### config.mk
export PLATFORM = sky130hd
export DESIGN_NAME = scg_clock_ctrl
export DESIGN_NICKNAME = d
export VERILOG_FILES = /design/src/hdl/scg_pkg.sv /design/src/hdl/scg_clock_ctrl.sv
export SDC_FILE = /design/constraint.sdc
export NUM_CORES = 1
export LEC_CHECK = 0
export BUFFER_PORTS_ARGS = -buffer_cell sky130_fd_sc_hd__buf_2
export CAP_MARGIN = 25
export CORE_MARGIN = 4
export CORE_UTILIZATION = 38
export DETAILED_ROUTE_END_ITERATION = 12
export SYNTH_ARGS = -nofsm -noshare
export SYNTH_HDL_FRONTEND = slang
export SYNTH_SLANG_ARGS = --single-unit
### constraint.sdc
create_clock -name clock_in -period 12.3 [get_ports clock_in]
set_input_delay 1.845 -clock clock_in [delete_from_list [all_inputs] [get_ports clock_in]]
set_output_delay 1.845 -clock clock_in [all_outputs]
set_load 0.01 [all_outputs]
### src/hdl/scg_pkg.sv
// Constants and types shared by the system clock generation block
//------------------------------------------------------------------
// Functional notes
// - Reset disables every source except low-power oscillator
// - System clock restarts from 2MHz oscillator
// - Prescaler changes accepted any time, source changes only onto a running source
// - Prescaler divides by 1 to 2048
// - Fast peripheral ticks at 2x, 4x CPU
// - PLL factor selectable from 1 to 31
// - PLL output 20-128MHz, lock detector reported
// - Failure moves clock to 2MHz, raises NMI if enabled
// - Detect crystal loss and PLL unlock; NMI optional
// - Low-power oscillator runs only while used
// - 32.768kHz calibration writable at run time
// - 32.768kHz divider gives 32.768kHz and 1.024kHz
// - 32.768kHz crystal: system, RTC, loop reference
// - Main crystal has four frequency range modes
// - Lock loop trims 2MHz oscillator calibration
// - 32MHz oscillator tunable 30-55MHz, own loop
// - Factory 48MHz calibration readable and loadable
// - Main crystal pin accepts external clock
// - CPU clock gated by idle and power-down sleep, peripheral clocks by power-down and power-reduction bits
//------------------------------------------------------------------
package scg_pkg;

  // Selectable system clock sources, index also used for ready/enable vectors
  typedef enum logic [2:0] {
    SRC_RC2M,
    SRC_RC32M,
    SRC_RC32K,
    SRC_XOSC,
    SRC_XTAL32K,
    SRC_PLL
  } scg_src_e;

  // RTC clock sources
  typedef enum logic [1:0] {
    RTC_ULP,
    RTC_RC32K,
    RTC_XTAL32K,
    RTC_OFF
  } scg_rtc_e;

  localparam int          NUM_SRC        = 6;
  localparam int          SYNC_W         = 10;
  localparam logic [3:0]  DIV_EXP_MAX    = 4'hb;     // 2^11 = 2048
  localparam logic [4:0]  PLL_MULT_MIN   = 5'h01;
  localparam logic [4:0]  PLL_MULT_MAX   = 5'h1f;
  localparam logic [21:0] PLL_KHZ_MIN    = 22'h004e20; // 20000 kHz
  localparam logic [21:0] PLL_KHZ_MAX    = 22'h01f400; // 128000 kHz
  localparam logic [16:0] RC2M_KHZ       = 17'h007d0;  // 2000 kHz
  localparam logic [16:0] RC32M_DIV4_KHZ = 17'h01f40;  // 8000 kHz
  localparam logic [4:0]  RC1K_DIV_LAST  = 5'h1f;      // 32.768k / 32
  localparam logic [7:0]  DIGITAL_FREQ_LOCK_LOOP_2M_TARGET = 8'h3d;      // 2MHz / 32.768kHz
  localparam logic [7:0]  RC2M_CAL_RST   = 8'h40;
  localparam logic [7:0]  RC32M_CAL_RST  = 8'h40;
  localparam logic [7:0]  RC32K_CAL_RST  = 8'h80;
  localparam logic [5:0]  OSC_EN_RST     = 6'h00;

endpackage

### src/hdl/scg_clock_ctrl.sv
// System clock selection, prescaling, calibration loops and failure monitor
`timescale 1ns/1ps

module scg_clock_ctrl #(
  parameter int         PER_N     = 8,       // Number of gated peripheral clocks
  parameter int         XOSC_KHZ  = 16000,   // Crystal frequency seen by the PLL
  parameter logic [7:0] USB48_CAL = 8'h9c    // Factory 48MHz trim, value arbitrary
) (
  // Clock and reset
  input  logic              clock_in,
  input  logic              sys_rst_in,
  // Source selection and enables from software
  input  logic [2:0]        req_src_in,
  input  logic [5:0]        osc_sw_en_in,
  input  logic [1:0]        rtc_src_in,
  input  logic              ulp_user_in,
  input  logic [1:0]        xosc_mode_in,
  input  logic              xosc_ext_clk_in,
  input  logic              xtal32k_low_swing_in,
  // Prescaler
  input  logic [3:0]        div_exp_in,
  // PLL
  input  logic              pll_sw_en_in,
  input  logic [4:0]        pll_mult_in,
  input  logic [1:0]        pll_ref_in,
  // Calibration
  input  logic [2:0]        cal_wr_in,
  input  logic [7:0]        cal_data_in,
  input  logic              usb48_load_in,
  input  logic [1:0]        digital_freq_lock_loop_en_in,
  input  logic              digital_freq_lock_loop_ref_in,
  input  logic [7:0]        dfll32_target_in,
  // Failure monitor
  input  logic              fail_mon_en_in,
  input  logic              nmi_en_in,
  input  logic              fail_clr_in,
  // Sleep and power reduction
  input  logic              idle_sleep_in,
  input  logic              pdown_sleep_in,
  input  logic [PER_N-1:0]  pwr_reduce_in,
  // Asynchronous status from the analog parts
  input  logic [4:0]        osc_ready_in,
  input  logic              pll_lock_in,
  input  logic              rc32k_clk_in,
  input  logic              xtal32k_clk_in,
  input  logic              fb2m_in,
  input  logic              fb32m_in,
  // Source control outputs
  output logic [2:0]        sys_src_out,
  output logic [5:0]        osc_en_out,
  output logic              ulp_en_out,
  output logic [1:0]        rtc_src_out,
  output logic [1:0]        xosc_mode_out,
  output logic              xosc_ext_clk_out,
  output logic              xtal32k_low_swing_out,
  // Prescaled ticks and gating
  output logic              per4_tick_out,
  output logic              per2_tick_out,
  output logic              cpu_tick_out,
  output logic              cpu_clk_en_out,
  output logic [PER_N-1:0]  per_clk_en_out,
  // PLL
  output logic [4:0]        pll_mult_out,
  output logic              pll_locked_out,
  // Calibration values
  output logic [7:0]        rc2m_cal_out,
  output logic [7:0]        rc32m_cal_out,
  output logic [7:0]        rc32k_cal_out,
  output logic [7:0]        usb48_cal_out,
  output logic              rc32k_tick_out,
  output logic              rc1k_tick_out,
  // Failure status
  output logic              xosc_fail_out,
  output logic              pll_fail_out,
  output logic              nmi_out
);

  //----------------------------------------------------------------
  // Input synchronisers
  //----------------------------------------------------------------
  logic [scg_pkg::SYNC_W-1:0] raw;
  logic [scg_pkg::SYNC_W-1:0] sync1_r;
  logic [scg_pkg::SYNC_W-1:0] sync2_r;
  logic [scg_pkg::SYNC_W-1:0] sync3_r;
  logic [scg_pkg::NUM_SRC-1:0] rdy;
  logic                       rc32k_rise;
  logic                       xtal32k_rise;
  logic [1:0]                 fb_rise;

  assign raw = {fb32m_in, fb2m_in, xtal32k_clk_in, rc32k_clk_in, pll_lock_in, osc_ready_in};

  // Two stages before use; third stage only feeds edge detectors
  always_ff @(posedge clock_in) begin
    sync1_r <= raw;
    sync2_r <= sync1_r;
    sync3_r <= sync2_r;
  end

  assign rdy          = sync2_r[5:0];
  assign rc32k_rise   = sync2_r[6] & ~sync3_r[6];
  assign xtal32k_rise = sync2_r[7] & ~sync3_r[7];
  assign fb_rise      = sync2_r[9:8] & ~sync3_r[9:8];

  //----------------------------------------------------------------
  // Failure monitor
  //----------------------------------------------------------------
  logic xosc_seen_r;
  logic pll_seen_r;
  logic xosc_loss;
  logic pll_loss;
  logic fail_hit;
  scg_pkg::scg_src_e cur_r;
  logic [5:0]        osc_en_r;

  // A loss counts only when the source was seen enabled and ready the cycle before
  assign xosc_loss = fail_mon_en_in & xosc_seen_r & ~rdy[scg_pkg::SRC_XOSC];
  assign pll_loss  = fail_mon_en_in & pll_seen_r & ~rdy[scg_pkg::SRC_PLL];
  assign fail_hit  = xosc_loss | pll_loss;

  always_ff @(posedge clock_in) begin
    if (sys_rst_in) begin
      xosc_seen_r <= 1'b0;
      pll_seen_r  <= 1'b0;
    end else begin
      xosc_seen_r <= osc_en_r[scg_pkg::SRC_XOSC] & rdy[scg_pkg::SRC_XOSC];
      pll_seen_r  <= osc_en_r[scg_pkg::SRC_PLL] & rdy[scg_pkg::SRC_PLL];
    end
  end

  // Sticky flags; a new loss beats a clear in the same cycle
  always_ff @(posedge clock_in) begin
    if (sys_rst_in) begin
      xosc_fail_out <= 1'b0;
      pll_fail_out  <= 1'b0;
      nmi_out       <= 1'b0;
    end else begin
      xosc_fail_out <= xosc_loss | (xosc_fail_out & ~fail_clr_in);
      pll_fail_out  <= pll_loss | (pll_fail_out & ~fail_clr_in);
      nmi_out       <= (fail_hit & nmi_en_in) | (nmi_out & ~fail_clr_in);
    end
  end

  chk_nmi_raise: assert property (@(posedge clock_in) disable iff (sys_rst_in)
    fail_hit && nmi_en_in |=> nmi_out) else $error("NMI not raised on failure");
  chk_nmi_optional: assert property (@(posedge clock_in) disable iff (sys_rst_in)
    $rose(nmi_out) |-> $past(fail_hit && nmi_en_in)) else $error("NMI raised without enabled failure");

  //----------------------------------------------------------------
  // System source switching
  //----------------------------------------------------------------
  scg_pkg::scg_src_e req;
  logic              req_ok;

  assign req    = scg_pkg::scg_src_e'(req_src_in);
  assign req_ok = (req_src_in <= 3'(scg_pkg::SRC_PLL)) && rdy[req_src_in] && osc_en_r[req_src_in];

  // Failure fallback wins; otherwise move only onto a running source
  always_ff @(posedge clock_in) begin
    if (sys_rst_in) begin
      cur_r <= scg_pkg::SRC_RC2M;
    end else if (fail_hit) begin
      cur_r <= scg_pkg::SRC_RC2M;
    end else if (req != cur_r && req_ok) begin
      cur_r <= req;
    end
  end

  assign sys_src_out = cur_r;

  chk_reset_src: assert property (@(posedge clock_in) disable iff (sys_rst_in)
    $fell(sys_rst_in) |-> sys_src_out == 3'(scg_pkg::SRC_RC2M)) else $error("Not on 2MHz after reset");
  chk_switch_ready: assert property (@(posedge clock_in) disable iff (sys_rst_in)
    $changed(sys_src_out) && sys_src_out != 3'(scg_pkg::SRC_RC2M)
    |-> $past(rdy[req_src_in] && osc_en_r[req_src_in]))
    else $error("Switched to a source that was not ready");
  chk_fail_fallback: assert property (@(posedge clock_in) disable iff (sys_rst_in)
    fail_hit |=> sys_src_out == 3'(scg_pkg::SRC_RC2M)) else $error("No fallback after failure");

  //----------------------------------------------------------------
  // Oscillator enables
  //----------------------------------------------------------------
  logic [5:0]  in_use;
  logic [21:0] pll_khz;
  logic [16:0] pll_ref_khz;
  logic        pll_ok;

  // PLL reference: 2MHz, 32MHz/4 or the main crystal
  always_comb begin
    pll_ref_khz = scg_pkg::RC2M_KHZ;
    if (pll_ref_in == 2'h1) begin
      pll_ref_khz = scg_pkg::RC32M_DIV4_KHZ;
    end else if (pll_ref_in == 2'h2) begin
      pll_ref_khz = 17'(XOSC_KHZ);
    end
  end

  assign pll_khz = 22'(pll_mult_in) * 22'(pll_ref_khz);
  // Out-of-range factors or frequencies keep the PLL off
  assign pll_ok = pll_mult_in >= scg_pkg::PLL_MULT_MIN && pll_mult_in <= scg_pkg::PLL_MULT_MAX
               && pll_khz >= scg_pkg::PLL_KHZ_MIN && pll_khz <= scg_pkg::PLL_KHZ_MAX;

  // Keep whatever feeds the running clock, a pending request or the PLL alive
  always_comb begin
    in_use = osc_sw_en_in;
    in_use[cur_r] = 1'b1;
    if (req_src_in <= 3'(scg_pkg::SRC_PLL)) begin
      in_use[req_src_in] = 1'b1;
    end
    in_use[scg_pkg::SRC_PLL] = (in_use[scg_pkg::SRC_PLL] | pll_sw_en_in) & pll_ok;
    if (in_use[scg_pkg::SRC_PLL]) begin
      in_use[pll_ref_in == 2'h2 ? scg_pkg::SRC_XOSC
            : pll_ref_in == 2'h1 ? scg_pkg::SRC_RC32M : scg_pkg::SRC_RC2M] = 1'b1;
    end
    if (digital_freq_lock_loop_en_in != 2'h0) begin
      in_use[digital_freq_lock_loop_ref_in ? scg_pkg::SRC_XTAL32K : scg_pkg::SRC_RC32K] = 1'b1;
    end
    if (rtc_src_in == 2'(scg_pkg::RTC_RC32K)) begin
      in_use[scg_pkg::SRC_RC32K] = 1'b1;
    end
    if (rtc_src_in == 2'(scg_pkg::RTC_XTAL32K)) begin
      in_use[scg_pkg::SRC_XTAL32K] = 1'b1;
    end
  end

  always_ff @(posedge clock_in) begin
    if (sys_rst_in) begin
      osc_en_r     <= scg_pkg::OSC_EN_RST;
      ulp_en_out   <= 1'b1;
      pll_mult_out <= scg_pkg::PLL_MULT_MIN;
    end else begin
      osc_en_r     <= in_use;
      ulp_en_out   <= (rtc_src_in == 2'(scg_pkg::RTC_ULP)) | ulp_user_in;
      pll_mult_out <= pll_mult_in;
    end
  end

  assign osc_en_out = osc_en_r;

  // Mode straps for the analog cells
  always_ff @(posedge clock_in) begin
    if (sys_rst_in) begin
      rtc_src_out           <= 2'(scg_pkg::RTC_ULP);
      xosc_mode_out         <= 2'h0;
      xosc_ext_clk_out      <= 1'b0;
      xtal32k_low_swing_out <= 1'b0;
      pll_locked_out        <= 1'b0;
    end else begin
      rtc_src_out           <= rtc_src_in;
      xosc_mode_out         <= xosc_mode_in;
      xosc_ext_clk_out      <= xosc_ext_clk_in;
      xtal32k_low_swing_out <= xtal32k_low_swing_in;
      pll_locked_out        <= osc_en_r[scg_pkg::SRC_PLL] & rdy[scg_pkg::SRC_PLL];
    end
  end

  chk_osc_reset_off: assert property (@(posedge clock_in) disable iff (sys_rst_in)
    $fell(sys_rst_in) |-> osc_en_out == 6'h00 && ulp_en_out) else $error("Sources not off after reset");
  chk_ulp_auto: assert property (@(posedge clock_in) disable iff (sys_rst_in)
    rtc_src_in == 2'h0 |=> ulp_en_out) else $error("Low-power oscillator not enabled for RTC");
  chk_pll_range: assert property (@(posedge clock_in) disable iff (sys_rst_in)
    osc_en_out[5] |-> $past(pll_mult_in) != 5'h00 && $past(pll_khz) <= 22'h01f400)
    else $error("PLL enabled out of range");

  //----------------------------------------------------------------
  // Prescaler and fast peripheral ticks
  //----------------------------------------------------------------
  logic [10:0] div_cnt_r;
  logic [10:0] div_last;
  logic [3:0]  exp_sel;
  logic [3:0]  exp_r;
  logic [1:0]  sub_r;
  logic        per4_hit;

  assign exp_sel  = (div_exp_in > scg_pkg::DIV_EXP_MAX) ? scg_pkg::DIV_EXP_MAX : div_exp_in;
  assign div_last = 11'((12'h001 << exp_sel) - 12'h001);
  assign per4_hit = (div_cnt_r >= div_last);

  // Restart the chain on a setting change so no short tick slips out
  always_ff @(posedge clock_in) begin
    if (sys_rst_in) begin
      div_cnt_r <= 11'h000;
      exp_r     <= 4'h0;
      sub_r     <= 2'h0;
    end else begin
      exp_r <= exp_sel;
      if (exp_sel != exp_r || per4_hit) begin
        div_cnt_r <= 11'h000;
      end else begin
        div_cnt_r <= div_cnt_r + 11'h001;
      end
      if (exp_sel != exp_r) begin
        sub_r <= 2'h0;
      end else if (per4_hit) begin
        sub_r <= sub_r + 2'h1;
      end
    end
  end

  // Ticks derive from one chain, so 4x, 2x and CPU stay phase aligned
  always_ff @(posedge clock_in) begin
    if (sys_rst_in) begin
      per4_tick_out <= 1'b0;
      per2_tick_out <= 1'b0;
      cpu_tick_out  <= 1'b0;
    end else begin
      per4_tick_out <= per4_hit && exp_sel == exp_r;
      per2_tick_out <= per4_hit && exp_sel == exp_r && sub_r[0];
      cpu_tick_out  <= per4_hit && exp_sel == exp_r && sub_r == 2'h3;
    end
  end

  chk_fast_ratio: assert property (@(posedge clock_in) disable iff (sys_rst_in)
    cpu_tick_out |-> per2_tick_out && per4_tick_out) else $error("Fast ticks out of step with CPU");

  //----------------------------------------------------------------
  // Sleep and power-reduction gating
  //----------------------------------------------------------------
  always_ff @(posedge clock_in) begin
    if (sys_rst_in) begin
      cpu_clk_en_out <= 1'b1;
      per_clk_en_out <= '1;
    end else begin
      cpu_clk_en_out <= ~(idle_sleep_in | pdown_sleep_in);
      per_clk_en_out <= ~pwr_reduce_in & {PER_N{~pdown_sleep_in}};
    end
  end

  chk_cpu_gate: assert property (@(posedge clock_in) disable iff (sys_rst_in)
    idle_sleep_in |=> !cpu_clk_en_out) else $error("CPU clock not gated in sleep");

  //----------------------------------------------------------------
  // 32.768kHz oscillator divider and calibration
  //----------------------------------------------------------------
  logic [4:0] k_div_r;

  always_ff @(posedge clock_in) begin
    if (sys_rst_in) begin
      k_div_r        <= 5'h00;
      rc32k_tick_out <= 1'b0;
      rc1k_tick_out  <= 1'b0;
      rc32k_cal_out  <= scg_pkg::RC32K_CAL_RST;
      usb48_cal_out  <= USB48_CAL;
    end else begin
      rc32k_tick_out <= rc32k_rise;
      rc1k_tick_out  <= rc32k_rise && k_div_r == scg_pkg::RC1K_DIV_LAST;
      if (rc32k_rise) begin
        k_div_r <= k_div_r + 5'h01;
      end
      if (cal_wr_in[2]) begin
        rc32k_cal_out <= cal_data_in;
      end
      usb48_cal_out <= USB48_CAL;
    end
  end

  chk_rc32k_cal: assert property (@(posedge clock_in) disable iff (sys_rst_in)
    cal_wr_in[2] |=> rc32k_cal_out == $past(cal_data_in)) else $error("32k calibration write lost");

  //----------------------------------------------------------------
  // Frequency-locked loops for 2MHz and 32MHz oscillators
  //----------------------------------------------------------------
  logic       ref_rise;
  logic [7:0] fb_cnt_r [2];
  logic [7:0] cal_r    [2];
  logic [7:0] target   [2];

  assign ref_rise  = digital_freq_lock_loop_ref_in ? xtal32k_rise : rc32k_rise;
  assign target[0] = scg_pkg::DIGITAL_FREQ_LOCK_LOOP_2M_TARGET;
  assign target[1] = dfll32_target_in;

  // Count feedback edges per reference period and nudge trim one step
  for (genvar g = 0; g < 2; g++) begin : g_digital_freq_lock_loop
    always_ff @(posedge clock_in) begin
      if (sys_rst_in) begin
        fb_cnt_r[g] <= 8'h00;
        cal_r[g]    <= (g == 0) ? scg_pkg::RC2M_CAL_RST : scg_pkg::RC32M_CAL_RST;
      end else begin
        if (ref_rise) begin
          fb_cnt_r[g] <= 8'h00;
        end else if (fb_rise[g] && fb_cnt_r[g] != 8'hff) begin
          fb_cnt_r[g] <= fb_cnt_r[g] + 8'h01;
        end
        if (cal_wr_in[g]) begin
          cal_r[g] <= cal_data_in;
        end else if (g == 1 && usb48_load_in) begin
          cal_r[g] <= USB48_CAL;
        end else if (digital_freq_lock_loop_en_in[g] && ref_rise && fb_cnt_r[g] < target[g] && cal_r[g] != 8'hff) begin
          cal_r[g] <= cal_r[g] + 8'h01;
        end else if (digital_freq_lock_loop_en_in[g] && ref_rise && fb_cnt_r[g] > target[g] && cal_r[g] != 8'h00) begin
          cal_r[g] <= cal_r[g] - 8'h01;
        end
      end
    end
  end

  assign rc2m_cal_out  = cal_r[0];
  assign rc32m_cal_out = cal_r[1];

  chk_digital_freq_lock_loop_step: assert property (@(posedge clock_in) disable iff (sys_rst_in)
    !cal_wr_in[0] && !digital_freq_lock_loop_en_in[0] |=> $stable(rc2m_cal_out)) else $error("2MHz trim moved while loop off");
  chk_usb_load: assert property (@(posedge clock_in) disable iff (sys_rst_in)
    usb48_load_in && !cal_wr_in[1] |=> rc32m_cal_out == usb48_cal_out) else $error("48MHz trim not loaded");

endmodule

==> results_dict.tcl <==
set metrics [dict create \
    synth_area_sq_mm 0.00749 \
    post-dp-hpwl_microns 14200 \
    vias 5999 \
    yosys_warnings 0 \
    area_growth_pct 20.3 \
    htreeDepth 4 \
    post_cts_buffers 0 \
    place.gp.congestion 0.831 \
    placed_area_sq_mm 0.00837 \
    synth.yosys.seq_area_share_pct 37.9 \
    hp-class "reg2reg" \
    antenna_cells 0 \
    fillers 1898 \
    crit_type "in2reg" \
    p_comb_share_pct 24.8 \
    p_switching_uw 407 \
    hold_buffers 0 \
    vdd_drop_max_uv 89.1 \
    cts-root-buf "clkbuf_16" \
    timing.critical_path.fanout_max 7 \
    synth_ff_type "dfxtp_1" \
    power_mw 1.35 \
    clkTransAtPathRegs_ns 0.06 \
    io_pins 147 \
    arrival_ns 6.09 \
    outcome "complete, no violations" \
    required_ns 12.57 \
    ant_nets 0 \
    path_cells "buf_2, inv_1, ha_1, inv_1, nand2_1, fa_1, inv_1, fa_1, inv_1, fa_1, inv_1, ha_1, or2_2, a21oi_1, a31oi_1, xnor2_1, nand2_1, o22ai_1, o32ai_1" \
    core_area_sq_mm 0.0194 \
    syn_avg_cell_area_sq_um 9.31 \
    dp_cells 1180 \
    tns_ns 0 \
    maxCapViolations 0 \
    ctsResizeCount 0 \
    fin_cells 1212 \
    crit_path_top_delay_cell "fa_1" \
    grt_pass1_wl_microns 29700 \
    finalWirelength_microns 18300 \
    drc_errors 0 \
    ys_types 68 \
    cts_tree "done" \
    synth_edf_count 32 \
    seqPwrFrac_pct 35.4 \
    io_buffers 138 \
    rsz0062_at_grt "no" \
    rows 51 \
    p_per_area_mw_per_mm2 150 \
    netlist_top_cells_area "dfxtp_1, edfxtp_1, ha_1" \
    numCtsBuffers 17 \
    syn-instance-count 805 \
    critPathMaxStageDelay_ns 0.53 \
    final_util_pct 46.5 \
    swShare_pct 30.1 \
    initial_core_util_pct 38.6 \
    clkPwrFrac_pct 39.8 \
    ys_ff_latch 126 \
    cp_common_cell "inv_1" \
    cts.sink_count 126 \
    antenna_found_initial 0 \
    grt_max_degree 49 \
    clockBufferDepth 2 \
    fin_nets 1096 \
    end_kind "flip-flop" \
    synth_top_area_share_pct 25.1 \
    min_period_ns 5.82 \
    clock_latency_ns 0.41 \
    die_area_sq_mm 0.0220 \
    yosysTopAreaCell "dfxtp_1" \
    fmax_mhz 172 \
    viasPerCell 4.95 \
    fin_skew_ns 0.00747 \
    drv_slew 0 \
    finalSetupViolCount 0 \
    overflow 0 \
    hold_viol 0 \
    drt-pass1-iter-count 8 \
    wl_per_cell_microns 15.1 \
    synth_async_sr_flop_share_pct 0 \
    die_w_microns 148 \
    die_h_microns 148 \
    cp-start-kind "input pin" \
    maxSlewHeadroom_pct 42.3 \
    worstMarginPinSlew_ns 0.859 \
    finalCritPeriodShare_pct 47.3 \
    drtIter0Drc 369 \
    power_leakage_nw 4.15 \
    drive_gt1_share_pct 19.3 \
    power.internal_uw 944 \
    track_usage_pct 16.8 \
    grt_pass1_vias 5800 \
    final_area_sq_mm 0.00901 \
]
==> worst max-delay path: cells and delay by family <==
kind / cells / cell delay (ns)
simple gates: 3 / 0.53
fa+ha+maj: 5 / 2.26
compound gates: 4 / 0.75
xor+xnor: 1 / 0.21
buf+inv: 6 / 0.50
==> final cells by class <==
type | count | area, sq um | share of cell area (%)
Sequential cell | 126 | 2840 | 31.5
Inverter | 68 | 255 | 2.83
Clock buffer | 21 | 493 | 5.47
Multi-Input combinational cell | 582 | 4240 | 47.0
Clock inverter | 11 | 153 | 1.69
Tap cell | 265 | 332 | 3.68
Timing Repair Buffer | 139 | 698 | 7.75
==> cells in the mapped netlist, types with 6 or more instances <==
cell type,count
dfxtp_1,94
nor2_1,92
inv_1,67
ha_1,66
nand2_1,44
a21oi_1,33
edfxtp_1,32
xor2_1,31
nand3_1,27
nor2b_1,22
xnor2_1,22
clkbuf_1,21
fa_1,20
o21ai_0,20
nand2b_1,15
mux2i_1,13
and3_1,12
o21bai_1,12
nor3_1,11
a211oi_1,9
and2_1,9
a21o_1,8
buf_4,8
nand4_1,8
or2_2,8
a31oi_1,6
nand3b_1,6
==> flip-flops by register name, summed over array words and instances (netlist names), 2 cells and up <==
| signal | flops |
|---|---|
| cal_r | 16 |
| div_cnt_r | 11 |
| exp_r | 4 |
| fb_cnt_r | 16 |
| k_div_r | 5 |
| osc_en_out | 6 |
| per_clk_en_out | 8 |
| pll_mult_out | 5 |
| rc32k_cal_out | 8 |
| rtc_src_out | 2 |
| sub_r | 2 |
| sync1_r | 10 |
| sync2_r | 10 |
| sync3_r | 4 |
| sys_src_out | 3 |
| xosc_mode_out | 2 |
==> final timing paths <==
check / startpoint / to / slack [ns] / cells past startpoint
setup / recovery: pll_ref_in[0] / osc_en_out[0] / 6.48 / 19
hold / removal: sync1_r[2] / sync2_r[2] / 0.33 / 0
setup reg to reg: cal_r[1][3] / cal_r[1][1] / 9.15 / 7
hold reg to reg: sync1_r[2] / sync2_r[2] / 0.33 / 0
==> kinds of logic (layout without fill, tap and decap cells) <==
| group | count (synthesis) | in the layout | synth area share [%] |
|---|---|---|---|
| compound gates | 140 | 140 | 12.8 |
| xor+xnor | 53 | 53 | 6.20 |
| fa+ha+maj | 86 | 86 | 16.4 |
| buf+inv | 103 | 239 | 5.79 |
| flops | 126 | 126 | 37.9 |
| mux | 14 | 14 | 1.89 |
| other cells | 2 | 8 | 0.100 |
| simple gates | 281 | 281 | 19.0 |
==> power by group through the flow <==
stage | sequential (mW) | combinational, mW | clock (mW)
after floorplan | 0.484 | 0.242 | 0
after global placement | 0.487 | 0.330 | 0
after detailed placement | 0.487 | 0.333 | 0
after CTS | 0.478 | 0.336 | 0.551
after global routing | 0.482 | 0.377 | 0.575
final | 0.478 | 0.334 | 0.538
==> stage by stage <==
step / setup WS (ns) / hold slack, ns
2_1_floorplan: 6.54 / 0.310
3_3_place_gp: 6.16 / 0.311
3_5_place_dp: 6.10 / 0.315
4_1_cts: 6.52 / 0.328
5_1_grt: 6.21 / 0.329
6_report: 6.48 / 0.326
==> layout by cell type (no fill, tap or decap), drive strengths merged, types with 27 or more instances in the layout <==
cell type  count
xor2          31
nand3         27
dfxtp         94
ha            66
buf          139
edfxtp        32
nand2         44
a21oi         33
inv           69
nor2          92
==> per-layer routing <==
metal	GRT usage [%]	vias to the layer above	wire [microns]
met2	27.4	142	8550
met4	5.27	0	247
met1	22.6	2793	8600
met3	3.50	16	882
li1	-	3048	-
met5	0	-	0
Power figures use the tool's default switching activity.
